$ cat config.mk
export PLATFORM = sky130hd
export DESIGN_NAME = ptb_trim_bank
export DESIGN_NICKNAME = d
export VERILOG_FILES = /design/src/ptb_pkg.sv /design/src/ptb_load_if.sv /design/src/ptb_nv_loader.sv /design/src/ptb_trim_bank.sv
export SDC_FILE = /design/constraint.sdc
export NUM_CORES = 1
export LEC_CHECK = 0
export ABC_AREA = 1
export BUFFER_PORTS_ARGS = -buffer_cell sky130_fd_sc_hd__buf_2
export CAP_MARGIN = 25
export CORE_ASPECT_RATIO = 0.9
export CORE_UTILIZATION = 50
export CTS_CLUSTER_DIAMETER = 100
export DETAILED_ROUTE_END_ITERATION = 10
export PLACE_DENSITY = 0.81
export SYNTH_ARGS = -nofsm -noshare
export SYNTH_HDL_FRONTEND = slang
export SYNTH_SLANG_ARGS = --single-unit
$ cat constraint.sdc
create_clock -name sys_clk -period 2.6 [get_ports sys_clk]
set_clock_uncertainty 0.15 [all_clocks]
set_input_delay 0.26 -clock sys_clk [delete_from_list [all_inputs] [get_ports sys_clk]]
set_output_delay 0.26 -clock sys_clk [all_outputs]
set_load 0.1 [all_outputs]
$ cat src/ptb_pkg.sv
package ptb_pkg;

    localparam int          NUM_TRIM      = 5;
    localparam int          ADDR_W        = 12;
    localparam int          STATUS_W      = 4;

    // printed offsets are register indices; byte address is four times the index
    localparam logic [9:0]  IDX_LOAD_OV   = 10'h008;
    localparam logic [9:0]  IDX_LOCAL_UV  = 10'h009;
    localparam logic [9:0]  IDX_LOCAL_OV  = 10'h00a;
    localparam logic [9:0]  IDX_OVERTEMP  = 10'h00b;
    localparam logic [9:0]  IDX_MAINS     = 10'h00c;
    localparam logic [9:0]  IDX_STATUS    = 10'h010;
    localparam logic [9:0]  IDX_MASK      = 10'h011;

    // array slots of the trim bank
    localparam logic [2:0]  SLOT_LOAD_OV  = 3'h0;
    localparam logic [2:0]  SLOT_LOCAL_UV = 3'h1;
    localparam logic [2:0]  SLOT_LOCAL_OV = 3'h2;
    localparam logic [2:0]  SLOT_OVERTEMP = 3'h3;
    localparam logic [2:0]  SLOT_MAINS    = 3'h4;

    // non-volatile shadow of the first trim register
    localparam logic [15:0] NV_BASE       = 16'h8108;

    localparam int          OT_CODE_MSB   = 7;
    localparam int          OT_CODE_LSB   = 4;
    localparam int          SOFT_OT_BIT   = 0;
    localparam int          MAINS_TH_MSB  = 7;
    localparam int          MAINS_TH_LSB  = 3;
    localparam int          MAINS_HY_MSB  = 2;
    localparam int          MAINS_HY_LSB  = 0;

    localparam int          ST_LOAD_DONE  = 0;
    localparam int          ST_HARD_OV    = 1;
    localparam int          ST_SOFT_OT    = 2;
    localparam int          ST_TRIM_WR    = 3;

    localparam logic [7:0]  TRIM_RST      = 8'h00;
    localparam logic [3:0]  STATUS_RST    = 4'h0;
    localparam logic [3:0]  MASK_RST      = 4'h0;

    typedef enum logic [2:0] {
        LD_REQ  = 3'b001,
        LD_WAIT = 3'b010,
        LD_DONE = 3'b100
    } ptb_ld_state_t;

endpackage

$ cat src/ptb_load_if.sv
`timescale 1ns/1ps
interface ptb_load_if;
    logic       wrEn;
    logic [2:0] slot;
    logic [7:0] data;
    logic       done;
    logic       finish;

    modport loader (output wrEn, output slot, output data, output done, output finish);
    modport bank   (input  wrEn, input  slot, input  data, input  done, input  finish);
endinterface

$ cat src/ptb_nv_loader.sv
`timescale 1ns/1ps
module ptb_nv_loader (
    input  wire logic        sys_clk,
    input  wire logic        rst_n,
    output logic             nvReadReq,
    output logic [15:0]      nvReadAddr,
    input  wire logic [7:0]  nvReadData,
    input  wire logic        nvReadValid,
    ptb_load_if.loader       ld
);

    typedef struct packed {
        ptb_pkg::ptb_ld_state_t state;
        logic [2:0]             slot;
        logic                   wrEn;
        logic [7:0]             data;
        logic                   finish;
    } ptb_ld_reg_t;

    ptb_ld_reg_t st_reg;
    ptb_ld_reg_t st_next;

    always_comb begin
        st_next        = st_reg;
        st_next.wrEn   = 1'b0;
        st_next.finish = 1'b0;
        case (st_reg.state)
            ptb_pkg::LD_REQ: begin
                st_next.state = ptb_pkg::LD_WAIT;
            end
            ptb_pkg::LD_WAIT: begin
                if (nvReadValid) begin
                    st_next.wrEn = 1'b1;
                    st_next.data = nvReadData;
                    if (st_reg.slot == ptb_pkg::SLOT_MAINS) begin
                        st_next.state  = ptb_pkg::LD_DONE;
                        st_next.finish = 1'b1;
                    end else begin
                        st_next.state = ptb_pkg::LD_REQ;
                    end
                end
            end
            ptb_pkg::LD_DONE: begin
                st_next.state = ptb_pkg::LD_DONE;
            end
            default: begin
                st_next.state = ptb_pkg::LD_REQ;
            end
        endcase
        // slot advances after its data has been handed over
        if (st_reg.wrEn && st_reg.state == ptb_pkg::LD_REQ) begin
            st_next.slot = st_reg.slot + 3'h1;
        end
    end

    always_ff @(posedge sys_clk or negedge rst_n) begin
        if (!rst_n) begin
            st_reg <= '{state: ptb_pkg::LD_REQ, slot: 3'h0, wrEn: 1'b0,
                        data: 8'h00, finish: 1'b0};
        end else begin
            st_reg <= st_next;
        end
    end

    assign nvReadReq  = (st_reg.state == ptb_pkg::LD_WAIT);
    assign nvReadAddr = ptb_pkg::NV_BASE + {13'h0, st_reg.slot};
    assign ld.wrEn    = st_reg.wrEn;
    assign ld.slot    = st_reg.slot;
    assign ld.data    = st_reg.data;
    assign ld.done    = (st_reg.state == ptb_pkg::LD_DONE) && !st_reg.wrEn;
    assign ld.finish  = st_reg.finish;

    a_nv_addr_range: assert property (@(posedge sys_clk) disable iff (!rst_n)
        nvReadReq |-> (nvReadAddr >= 16'h8108 && nvReadAddr <= 16'h810c))
        else $error("shadow address outside trim range");

endmodule

$ cat src/ptb_trim_bank.sv
// The APB interface to the registers was chosen for this implementation.
`timescale 1ns/1ps
// Function
// after reset each trim register is filled from its matching non-volatile shadow location.
// the load overvoltage code drives the load overvoltage threshold, code zero at the bottom.
// the local undervoltage code drives the undervoltage clamp threshold.
// the local overvoltage code drives the level at which the local overvoltage flag rises.
// bits 7 to 4 of the overtemperature register form the overtemperature threshold code.
// bit 0 of the overtemperature register steers fifth monitor overvoltage to soft overtemp.
// bits 7 to 3 of the mains-sense register select the mains-sense threshold.
// bits 2 to 0 of the mains-sense register select the mains-sense hysteresis.
// every bit reads back as last written or loaded, and outputs follow on that write; a mains-sense read stalled by the load returns its pre-load byte.
module ptb_trim_bank (
    input  wire logic        sys_clk,
    input  wire logic        rst_n,
    input  wire logic        psel,
    input  wire logic        penable,
    input  wire logic        pwrite,
    input  wire logic [11:0] paddr,
    input  wire logic [31:0] pwdata,
    output logic [31:0]      prdata,
    output logic             pready,
    output logic             pslverr,
    output logic             nvReadReq,
    output logic [15:0]      nvReadAddr,
    input  wire logic [7:0]  nvReadData,
    input  wire logic        nvReadValid,
    input  wire logic        fifthMonitorOv,
    output logic [7:0]       loadOvCode,
    output logic [7:0]       localUvCode,
    output logic [7:0]       local_overvoltage_code,
    output logic [3:0]       overtempCode,
    output logic             softOtSelect,
    output logic [4:0]       mainsThreshCode,
    output logic [2:0]       mainsHystCode,
    output logic             hardOvFlag,
    output logic             softOtFlag,
    output logic             trimLoaded,
    output logic             irq
);

    typedef struct packed {
        logic [4:0][7:0] trim;
        logic [3:0]      status;
        logic [3:0]      mask;
        logic [31:0]     rdata;
        logic            err;
        logic            monMeta;
        logic            monSync;
        logic            monPrev;
        logic            hardOv;
        logic            softOt;
    } ptb_bank_reg_t;

    ptb_bank_reg_t st_reg;
    ptb_bank_reg_t st_next;

    ptb_load_if ld ();

    ptb_nv_loader u_loader (
        .sys_clk     (sys_clk),
        .rst_n       (rst_n),
        .nvReadReq   (nvReadReq),
        .nvReadAddr  (nvReadAddr),
        .nvReadData  (nvReadData),
        .nvReadValid (nvReadValid),
        .ld          (ld.loader)
    );

    logic [9:0] regIdx;
    logic       aligned;
    logic       trimHit;
    logic [2:0] trimSlot;
    logic       statusHit;
    logic       maskHit;
    logic       regHit;
    logic       setupCyc;
    logic       wrAcc;
    logic       monRise;
    logic       softSel;

    assign regIdx    = paddr[11:2];
    assign aligned   = (paddr[1:0] == 2'b00);
    assign trimHit   = aligned && regIdx >= ptb_pkg::IDX_LOAD_OV
                       && regIdx <= ptb_pkg::IDX_MAINS;
    assign trimSlot  = 3'(regIdx - ptb_pkg::IDX_LOAD_OV);
    assign statusHit = aligned && regIdx == ptb_pkg::IDX_STATUS;
    assign maskHit   = aligned && regIdx == ptb_pkg::IDX_MASK;
    assign regHit    = trimHit || statusHit || maskHit;
    assign setupCyc  = psel && !penable;
    // bus stalls until the power-up load has finished
    assign pready    = ld.done;
    assign wrAcc     = psel && penable && pwrite && pready && regHit;
    assign monRise   = st_reg.monSync && !st_reg.monPrev;
    assign softSel   = st_reg.trim[ptb_pkg::SLOT_OVERTEMP][ptb_pkg::SOFT_OT_BIT];

    always_comb begin
        logic [3:0]  stSet;
        logic [3:0]  stClr;
        logic [31:0] rd;
        stSet        = 4'h0;
        stClr        = 4'h0;
        rd           = 32'h0000_0000;
        st_next      = st_reg;
        st_next.monMeta = fifthMonitorOv;
        st_next.monSync = st_reg.monMeta;
        st_next.monPrev = st_reg.monSync;
        // positive overvoltage of the fifth monitor is reported one way or the other
        st_next.hardOv  = st_reg.monSync && !softSel;
        st_next.softOt  = st_reg.monSync && softSel;
        if (ld.wrEn) begin
            st_next.trim[ld.slot] = ld.data;
        end
        if (wrAcc && trimHit) begin
            st_next.trim[trimSlot] = pwdata[7:0];
            stSet[ptb_pkg::ST_TRIM_WR] = 1'b1;
        end
        if (wrAcc && maskHit) begin
            st_next.mask = pwdata[3:0];
        end
        if (wrAcc && statusHit) begin
            stClr = pwdata[3:0];
        end
        stSet[ptb_pkg::ST_LOAD_DONE] = ld.finish;
        stSet[ptb_pkg::ST_HARD_OV]   = monRise && !softSel;
        stSet[ptb_pkg::ST_SOFT_OT]   = monRise && softSel;
        // a new event wins over a clear in the same cycle
        st_next.status = (st_reg.status & ~stClr) | stSet;
        if (trimHit) begin
            rd = {24'h000000, st_reg.trim[trimSlot]};
        end else if (statusHit) begin
            rd = {28'h0000000, st_reg.status};
        end else if (maskHit) begin
            rd = {28'h0000000, st_reg.mask};
        end
        // keep sampling through a stall so a read issued during the load sees loaded data, except mains-sense, which returns its pre-load byte
        if (setupCyc || (psel && penable && !pready)) begin
            st_next.rdata = pwrite ? 32'h0000_0000 : rd;
            st_next.err   = !regHit;
        end
    end

    always_ff @(posedge sys_clk or negedge rst_n) begin
        if (!rst_n) begin
            st_reg <= '{trim: {5{ptb_pkg::TRIM_RST}}, status: ptb_pkg::STATUS_RST,
                        mask: ptb_pkg::MASK_RST, rdata: 32'h0000_0000, err: 1'b0,
                        monMeta: 1'b0, monSync: 1'b0, monPrev: 1'b0,
                        hardOv: 1'b0, softOt: 1'b0};
        end else begin
            st_reg <= st_next;
        end
    end

    assign prdata                 = st_reg.rdata;
    assign pslverr                = st_reg.err && psel && penable;
    assign loadOvCode             = st_reg.trim[ptb_pkg::SLOT_LOAD_OV];
    assign localUvCode            = st_reg.trim[ptb_pkg::SLOT_LOCAL_UV];
    assign local_overvoltage_code = st_reg.trim[ptb_pkg::SLOT_LOCAL_OV];
    assign overtempCode           = st_reg.trim[ptb_pkg::SLOT_OVERTEMP]
                                    [ptb_pkg::OT_CODE_MSB:ptb_pkg::OT_CODE_LSB];
    assign softOtSelect           = softSel;
    assign mainsThreshCode        = st_reg.trim[ptb_pkg::SLOT_MAINS]
                                    [ptb_pkg::MAINS_TH_MSB:ptb_pkg::MAINS_TH_LSB];
    assign mainsHystCode          = st_reg.trim[ptb_pkg::SLOT_MAINS]
                                    [ptb_pkg::MAINS_HY_MSB:ptb_pkg::MAINS_HY_LSB];
    assign hardOvFlag             = st_reg.hardOv;
    assign softOtFlag             = st_reg.softOt;
    assign trimLoaded             = ld.done;
    assign irq                    = |(st_reg.status & st_reg.mask);

    a_load_fills_slot: assert property (@(posedge sys_clk) disable iff (!rst_n)
        (ld.wrEn && ld.slot == 3'h0) |=> (loadOvCode == $past(ld.data)))
        else $error("loaded value not placed in load overvoltage trim");

    a_load_ov_write: assert property (@(posedge sys_clk) disable iff (!rst_n)
        (wrAcc && regIdx == 10'h008) |=> (loadOvCode == $past(pwdata[7:0])))
        else $error("load overvoltage code not updated by write");

    a_local_uv_write: assert property (@(posedge sys_clk) disable iff (!rst_n)
        (wrAcc && regIdx == 10'h009) |=> (localUvCode == $past(pwdata[7:0])))
        else $error("local undervoltage code not updated by write");

    a_local_ov_write: assert property (@(posedge sys_clk) disable iff (!rst_n)
        (wrAcc && regIdx == 10'h00a) |=> (local_overvoltage_code == $past(pwdata[7:0])))
        else $error("local overvoltage code not updated by write");

    a_overtemp_fields: assert property (@(posedge sys_clk) disable iff (!rst_n)
        (wrAcc && regIdx == 10'h00b) |=>
            (overtempCode == $past(pwdata[7:4]) && softOtSelect == $past(pwdata[0])))
        else $error("overtemperature code or select wrong after write");

    a_soft_ot_steer: assert property (@(posedge sys_clk) disable iff (!rst_n)
        $rose(st_reg.monSync) |-> ##1 (softOtFlag == $past(softSel) && hardOvFlag != softOtFlag))
        else $error("fifth monitor result steered wrongly");

    a_mains_thresh: assert property (@(posedge sys_clk) disable iff (!rst_n)
        (wrAcc && regIdx == 10'h00c) |=> (mainsThreshCode == $past(pwdata[7:3])))
        else $error("mains-sense threshold code wrong after write");

    a_mains_hyst: assert property (@(posedge sys_clk) disable iff (!rst_n)
        (wrAcc && regIdx == 10'h00c) |=> (mainsHystCode == $past(pwdata[2:0])))
        else $error("mains-sense hysteresis code wrong after write");

    a_read_back_trim: assert property (@(posedge sys_clk) disable iff (!rst_n)
        (setupCyc && !pwrite && aligned && regIdx == ptb_pkg::IDX_OVERTEMP)
            ##1 (penable && pready)
            |-> (prdata == {24'h000000, $past(st_reg.trim[ptb_pkg::SLOT_OVERTEMP])}))
        else $error("trim read-back differs from stored value");

    a_irq_level: assert property (@(posedge sys_clk) disable iff (!rst_n)
        (st_reg.status[ptb_pkg::ST_HARD_OV] && st_reg.mask[ptb_pkg::ST_HARD_OV]) |-> irq)
        else $error("interrupt low with unmasked event pending");

    a_load_done_flag: assert property (@(posedge sys_clk) disable iff (!rst_n)
        $rose(ld.done) |-> st_reg.status[ptb_pkg::ST_LOAD_DONE])
        else $error("load done status missing when bus is released");

    a_trim_wr_flag: assert property (@(posedge sys_clk) disable iff (!rst_n)
        (wrAcc && trimHit) |=> st_reg.status[ptb_pkg::ST_TRIM_WR])
        else $error("trim write did not set its status bit");

    a_event_sets: assert property (@(posedge sys_clk) disable iff (!rst_n)
        (monRise && !softSel) |=> st_reg.status[ptb_pkg::ST_HARD_OV])
        else $error("hard overvoltage event lost");

    a_status_clear: assert property (@(posedge sys_clk) disable iff (!rst_n)
        (wrAcc && statusHit && pwdata[ptb_pkg::ST_HARD_OV] && !monRise)
            |=> !st_reg.status[ptb_pkg::ST_HARD_OV])
        else $error("write of one did not clear status bit");

    a_unmapped_err: assert property (@(posedge sys_clk) disable iff (!rst_n)
        (setupCyc && !regHit) ##1 (psel && penable) |-> (pslverr && prdata == 32'h0000_0000))
        else $error("unmapped access not answered with error");

    a_unmapped_nowr: assert property (@(posedge sys_clk) disable iff (!rst_n)
        (psel && penable && pready && pwrite && !regHit) |=> $stable(st_reg.trim))
        else $error("unmapped write changed a trim register");

endmodule

---- Yosys cells after proc, flatten, opt, wreduce, memory -nomap -nowiden ----
Cells that the tools add are included.
storage, ports and cells
  output and inout bits ................... 92
  word-level logic and storage cells ...... 97
  input port bits ......................... 59
  register bits after elaboration ......... 102
operators by class
  magnitude comparators ................... 6
  $add $sub $neg .......................... 3
  bitwise operators ....................... 4
  mux-type cells .......................... 22
  reductions and logical operators ........ 36
  equal/unequal tests ..................... 7
operators with widths
  operator                                                                               count
  40-bit bitwise mux                                                                     2
  40-bit two-way mux                                                                     2
  8-bit demux with 3-bit select                                                          2
  32-bit two-way mux                                                                     1
  8-bit two-way mux                                                                      4
  8-bit binary-select mux with 3-bit select                                              1
  1-bit logical AND                                                                      24
  10-bit by 5-bit == test with 1-bit output (second input constant)                      2
  10-bit two-way mux                                                                     2
  16-bit by 3-bit adder with 16-bit output (first input constant)                        1
  4-bit two-way mux                                                                      3
  10-bit by 4-bit greater-or-equal comparator with 1-bit output (second input constant)  1
  10-bit by 4-bit <= comparator with 1-bit output (second input constant)                1
  3-bit one-hot mux with 3 select lines                                                  1
  4-bit bitwise AND                                                                      2
  3-bit by 4-bit < comparator with 1-bit output (second input constant)                  2
  3-bit == test (second input constant)                                                  2
  3-bit by 1-bit greater-or-equal comparator with 1-bit output (second input constant)   2
  1-bit zero test                                                                        6
  3-bit two-way mux                                                                      2
  4-bit NOT                                                                              1
  4-bit OR                                                                               1
  4-bit OR reduction                                                                     1
  3-bit by 1-bit adder with 3-bit output (second input constant)                         1
  8 further kinds                                                                        11

---- Depth between registers and ports, before layout ----
  depth after elaboration ................. 11
  gate-level depth with buffers ........... 10
  mapped depth without buffers ............ 9

---- Cells and area by module ----
Synthesis repeated with hierarchy kept, for this count alone.
unflattened totals
  cell total of the unflattened synthesis .. 659
  area, all modules ....................... 4,917.2 um2
by module, submodules not included
  module         seq. area each (um2)  times used  cells each  area each (um2)
  ptb_trim_bank  1,551.5               1           551         3,985.1
  ptb_nv_loader  401.6                 1           108         932.1

---- Worst setup path after synthesis ----
Ideal clock, no wire load.
  path kind ............................... register to register
  from .................................... reg u_loader.st_reg[15] in the netlist's numbering
  to ...................................... reg u_loader.st_reg (netlist bit u_loader.ld.data[0])
  library setup time ...................... 0.127 ns
  required time ........................... 2.323 ns
  slack ................................... -1.140 ns
  clock period less this slack ............ 3.740 ns
  stages on the path, launching flop included .. 6
  buffers on the path ..................... 1
  arrival time ............................ 3.462 ns
  cell sequence ........................... dfrtp_1 -> nor3_1 -> inv_1 -> nor2_2 -> buf_2 -> o21ai_0
on the way
  word-level cells in the longest chain between the ends .. 2
RTL lines
  item                                      RTL line             text
  start: declaration                        ptb_nv_loader.sv:20  ptb_ld_reg_t st_reg;
  start signal: assignment                  ptb_nv_loader.sv:58  st_reg <= '{state: ptb_pkg::LD_REQ, slot: 3'h0, wrEn: 1'b0,
  start signal: assignment                  ptb_nv_loader.sv:61  st_reg <= st_next;
  3-bit by 2-bit == test with 1-bit output  --
  net nvReadReq                             ptb_trim_bank.sv:24  output logic nvReadReq,
  2-bit AND reduction (no line)             --
The timed path passes the listed nets, and every way through them passes these cells.
A chain may end at the register's enable or synchronous reset.

---- Final worst setup path ----
  from .................................... reg u_loader.st_reg[14] in the netlist's numbering
  to ...................................... out trimLoaded
on the way
  word-level cells in the longest chain between the ends .. 2
RTL lines
  item               RTL line             text
  3-bit == test      ptb_nv_loader.sv:70  assign ld.done = (st_reg.state == ptb_pkg::LD_DONE) && !st_reg.wrEn;
  1-bit logical AND  ptb_nv_loader.sv:70
  end: declaration   ptb_trim_bank.sv:38  output logic trimLoaded,
Every way passes these cells.

==> metrics.txt <==
status complete, no violations; critical path's slowest cell buf_2; max reg flops 13; Setup crit start kind flip-flop; EDFF count, synth 0; layout cells sized above 1 19.1%; initial DRC count 277; LEAKAGE 2.84 nW; CP Class reg2out; port bufs 89; slew margin rel. 59.2%; Core ar. 0.00908 mm²; DRC viols 0; CTS max path bufs 2; NumNets Final 747; # IOs 151; final hold violations 0; Worst VDD drop 0.700 mV; TritonRoute pass-1 iters 4; Least-Margin Pin Slew 610 ps; Power per Cell Area 1220 mW/mm²; Cell Chain, Critical Path inv_1, nand4_1, inv_1, buf_2; ANT cells 0; synth warn 0; maxcap violations 0; Final Max Tran Viols 0; fmax 476 MHz; WL final 11200 µm; postcts setup bufs 0; sequential area share after synthesis 42.0%; CP peak stage delay 440 ps; Worst-Skew Late Latency 360 ps; Arr. time, crit path 1690 ps; Post-synth top flop dfrtp_1; CTS buffer count 9; Routed WL per cell 13.8 µm; final setup margin 498 ps; Tot Pwr 0.00622 W; fraction of registers with async set or reset after synthesis 100%; unrepaired setup endpoints after global routing no; synth unique cells 32; Synth Cell Area 0.00465 mm²; HP Class in2reg; post-synthesis cell count 626; Area Growth Syn to Fin 9.28%; CP Capture Type output pin; DIE HEIGHT 93.5 µm; maximum fanout along the worst path 3; dpl cells 786; clock-pin transition on the worst setup and hold timing paths 90 ps; clock sink count 78; gr ovfl total 0; most frequent CP cell inv_1; # setup viols final 0; die area 0.00969 mm²; Critical Path RT 2190 ps; CP Buf/Inv Count 3; Post-DP HPWL 8340 µm; DRT antenna net count 0; Rows 33; fin cells 813; WHS 32.1 ps; pin count of the biggest net entering global routing 46; root buffer cell clkbuf_8; gr usage total 23.4%; synthesized flop and latch total 78; fin crit period 2100 ps; Die X 104 µm; Starting Density 51.2%; layout filler cell count 876; CP delay by family, top buffers and inverters; period utilization 80.8%; Setup TNS 0 ps; Synth Area per Inst 7.43 µm²; Placer Congestion 0.924; DP Worst Slack 515 ps; CTS tree built; H-tree lvl count 3; PostCTS Resize Cnt 0; Vias/cell 4.93; vias in the first global route 3555; routed vias 4005; antenna violations before repair 0; Hold-fix buffers, CTS 11; global-route wire length before repair 17500 µm
==> logic make-up after synthesis <==
family	after synthesis	synth area share, %
AND/OR/NAND/NOR	327	29.9
other	2	0.161
buffers and inverters	138	18.0
multiplexers	1	0.215
flip-flops	78	42.0
XOR/XNOR	2	0.377
adder cells (fa/ha/maj)	2	0.538
AO/OA/AOI/OAI	76	8.74
==> per-stage QoR <==
stage	utilization, %	area (µm²)
after floorplan	-	4790
after global placement	52.5	4770
after detailed placement	52.5	4770
after CTS	56.0	5080
after global routing	56.0	5080
final	56.0	5080
==> power breakdown <==
group / internal [W] / switching, W / total (W)
Clock: 0.000476 / 0.000453 / 0.000929
Sequential: 0.00157 / 0.000299 / 0.00187
Combinational: 0.000535 / 0.00288 / 0.00342
==> cells in the final DEF, fill, tap and decap left out, types with 10 or more instances in the layout <==
cell / Yosys / routed
buf_2: 2 / 88
clkbuf_8: 0 / 10
conb_1: 2 / 37
dfrtp_1: 77 / 77
dlygate4sd3_1: 0 / 11
inv_1: 44 / 44
nand2_1: 223 / 223
nand3_1: 23 / 23
nor2_1: 49 / 49
o21ai_0: 64 / 64
==> cell usage after synthesis, types with 4 or more instances <==
master	n	area, µm²
clkbuf_1	5	18.8
o22ai_1	4	25.0
o21ai_0	64	320
nor2_4	7	78.8
dfrtp_1	77	1930
or2_2	4	25.0
buf_4	85	638
nor2_1	49	184
nor3_1	5	25.0
inv_1	44	165
nand2_1	223	837
nand3_1	23	115
nand4_1	6	37.5
==> routing by layer <==
layer	GRT usage (%)	wire (µm)	vias up
li1	-	-	1975
met1	32.6	5170	1831
met2	37.7	5130	185
met3	3.48	817	14
met4	7.62	129	0
met5	0	0	-
==> tightest hold or removal path: cells and delay by family <==
kind / cells / cell delay [ps]
and+or+nand+nor: 2 / 110
buffers and inverters: 1 / 140
==> worst paths after layout <==
check	start	endpoint	slack, ps	cells after the start
setup / recovery	u_loader.st_reg[14]	trimLoaded	500	4
hold reg to reg	st_next[3]	st_next[2]	210	0
setup reg to reg	u_loader.st_reg[13]	prdata[5]	630	9
max in group asynchronous	rst_n	localUvCode[0]	1320	3
min in group asynchronous	rst_n	prdata[6]	280	2
hold / removal	pwdata[5]	mainsThreshCode[2]	30	3
==> area by class of cell <==
class	instances	area (µm²)	area share (%)
tap	122	153	3.00
clock inverter	4	55.1	1.08
sequential	78	1950	38.4
multi-input combinational	445	2000	39.4
timing repair buffer	106	603	11.9
clock buffer	12	145	2.86
inverter	46	173	3.40
No activity file was read; power rests on OpenSTA's default activity.
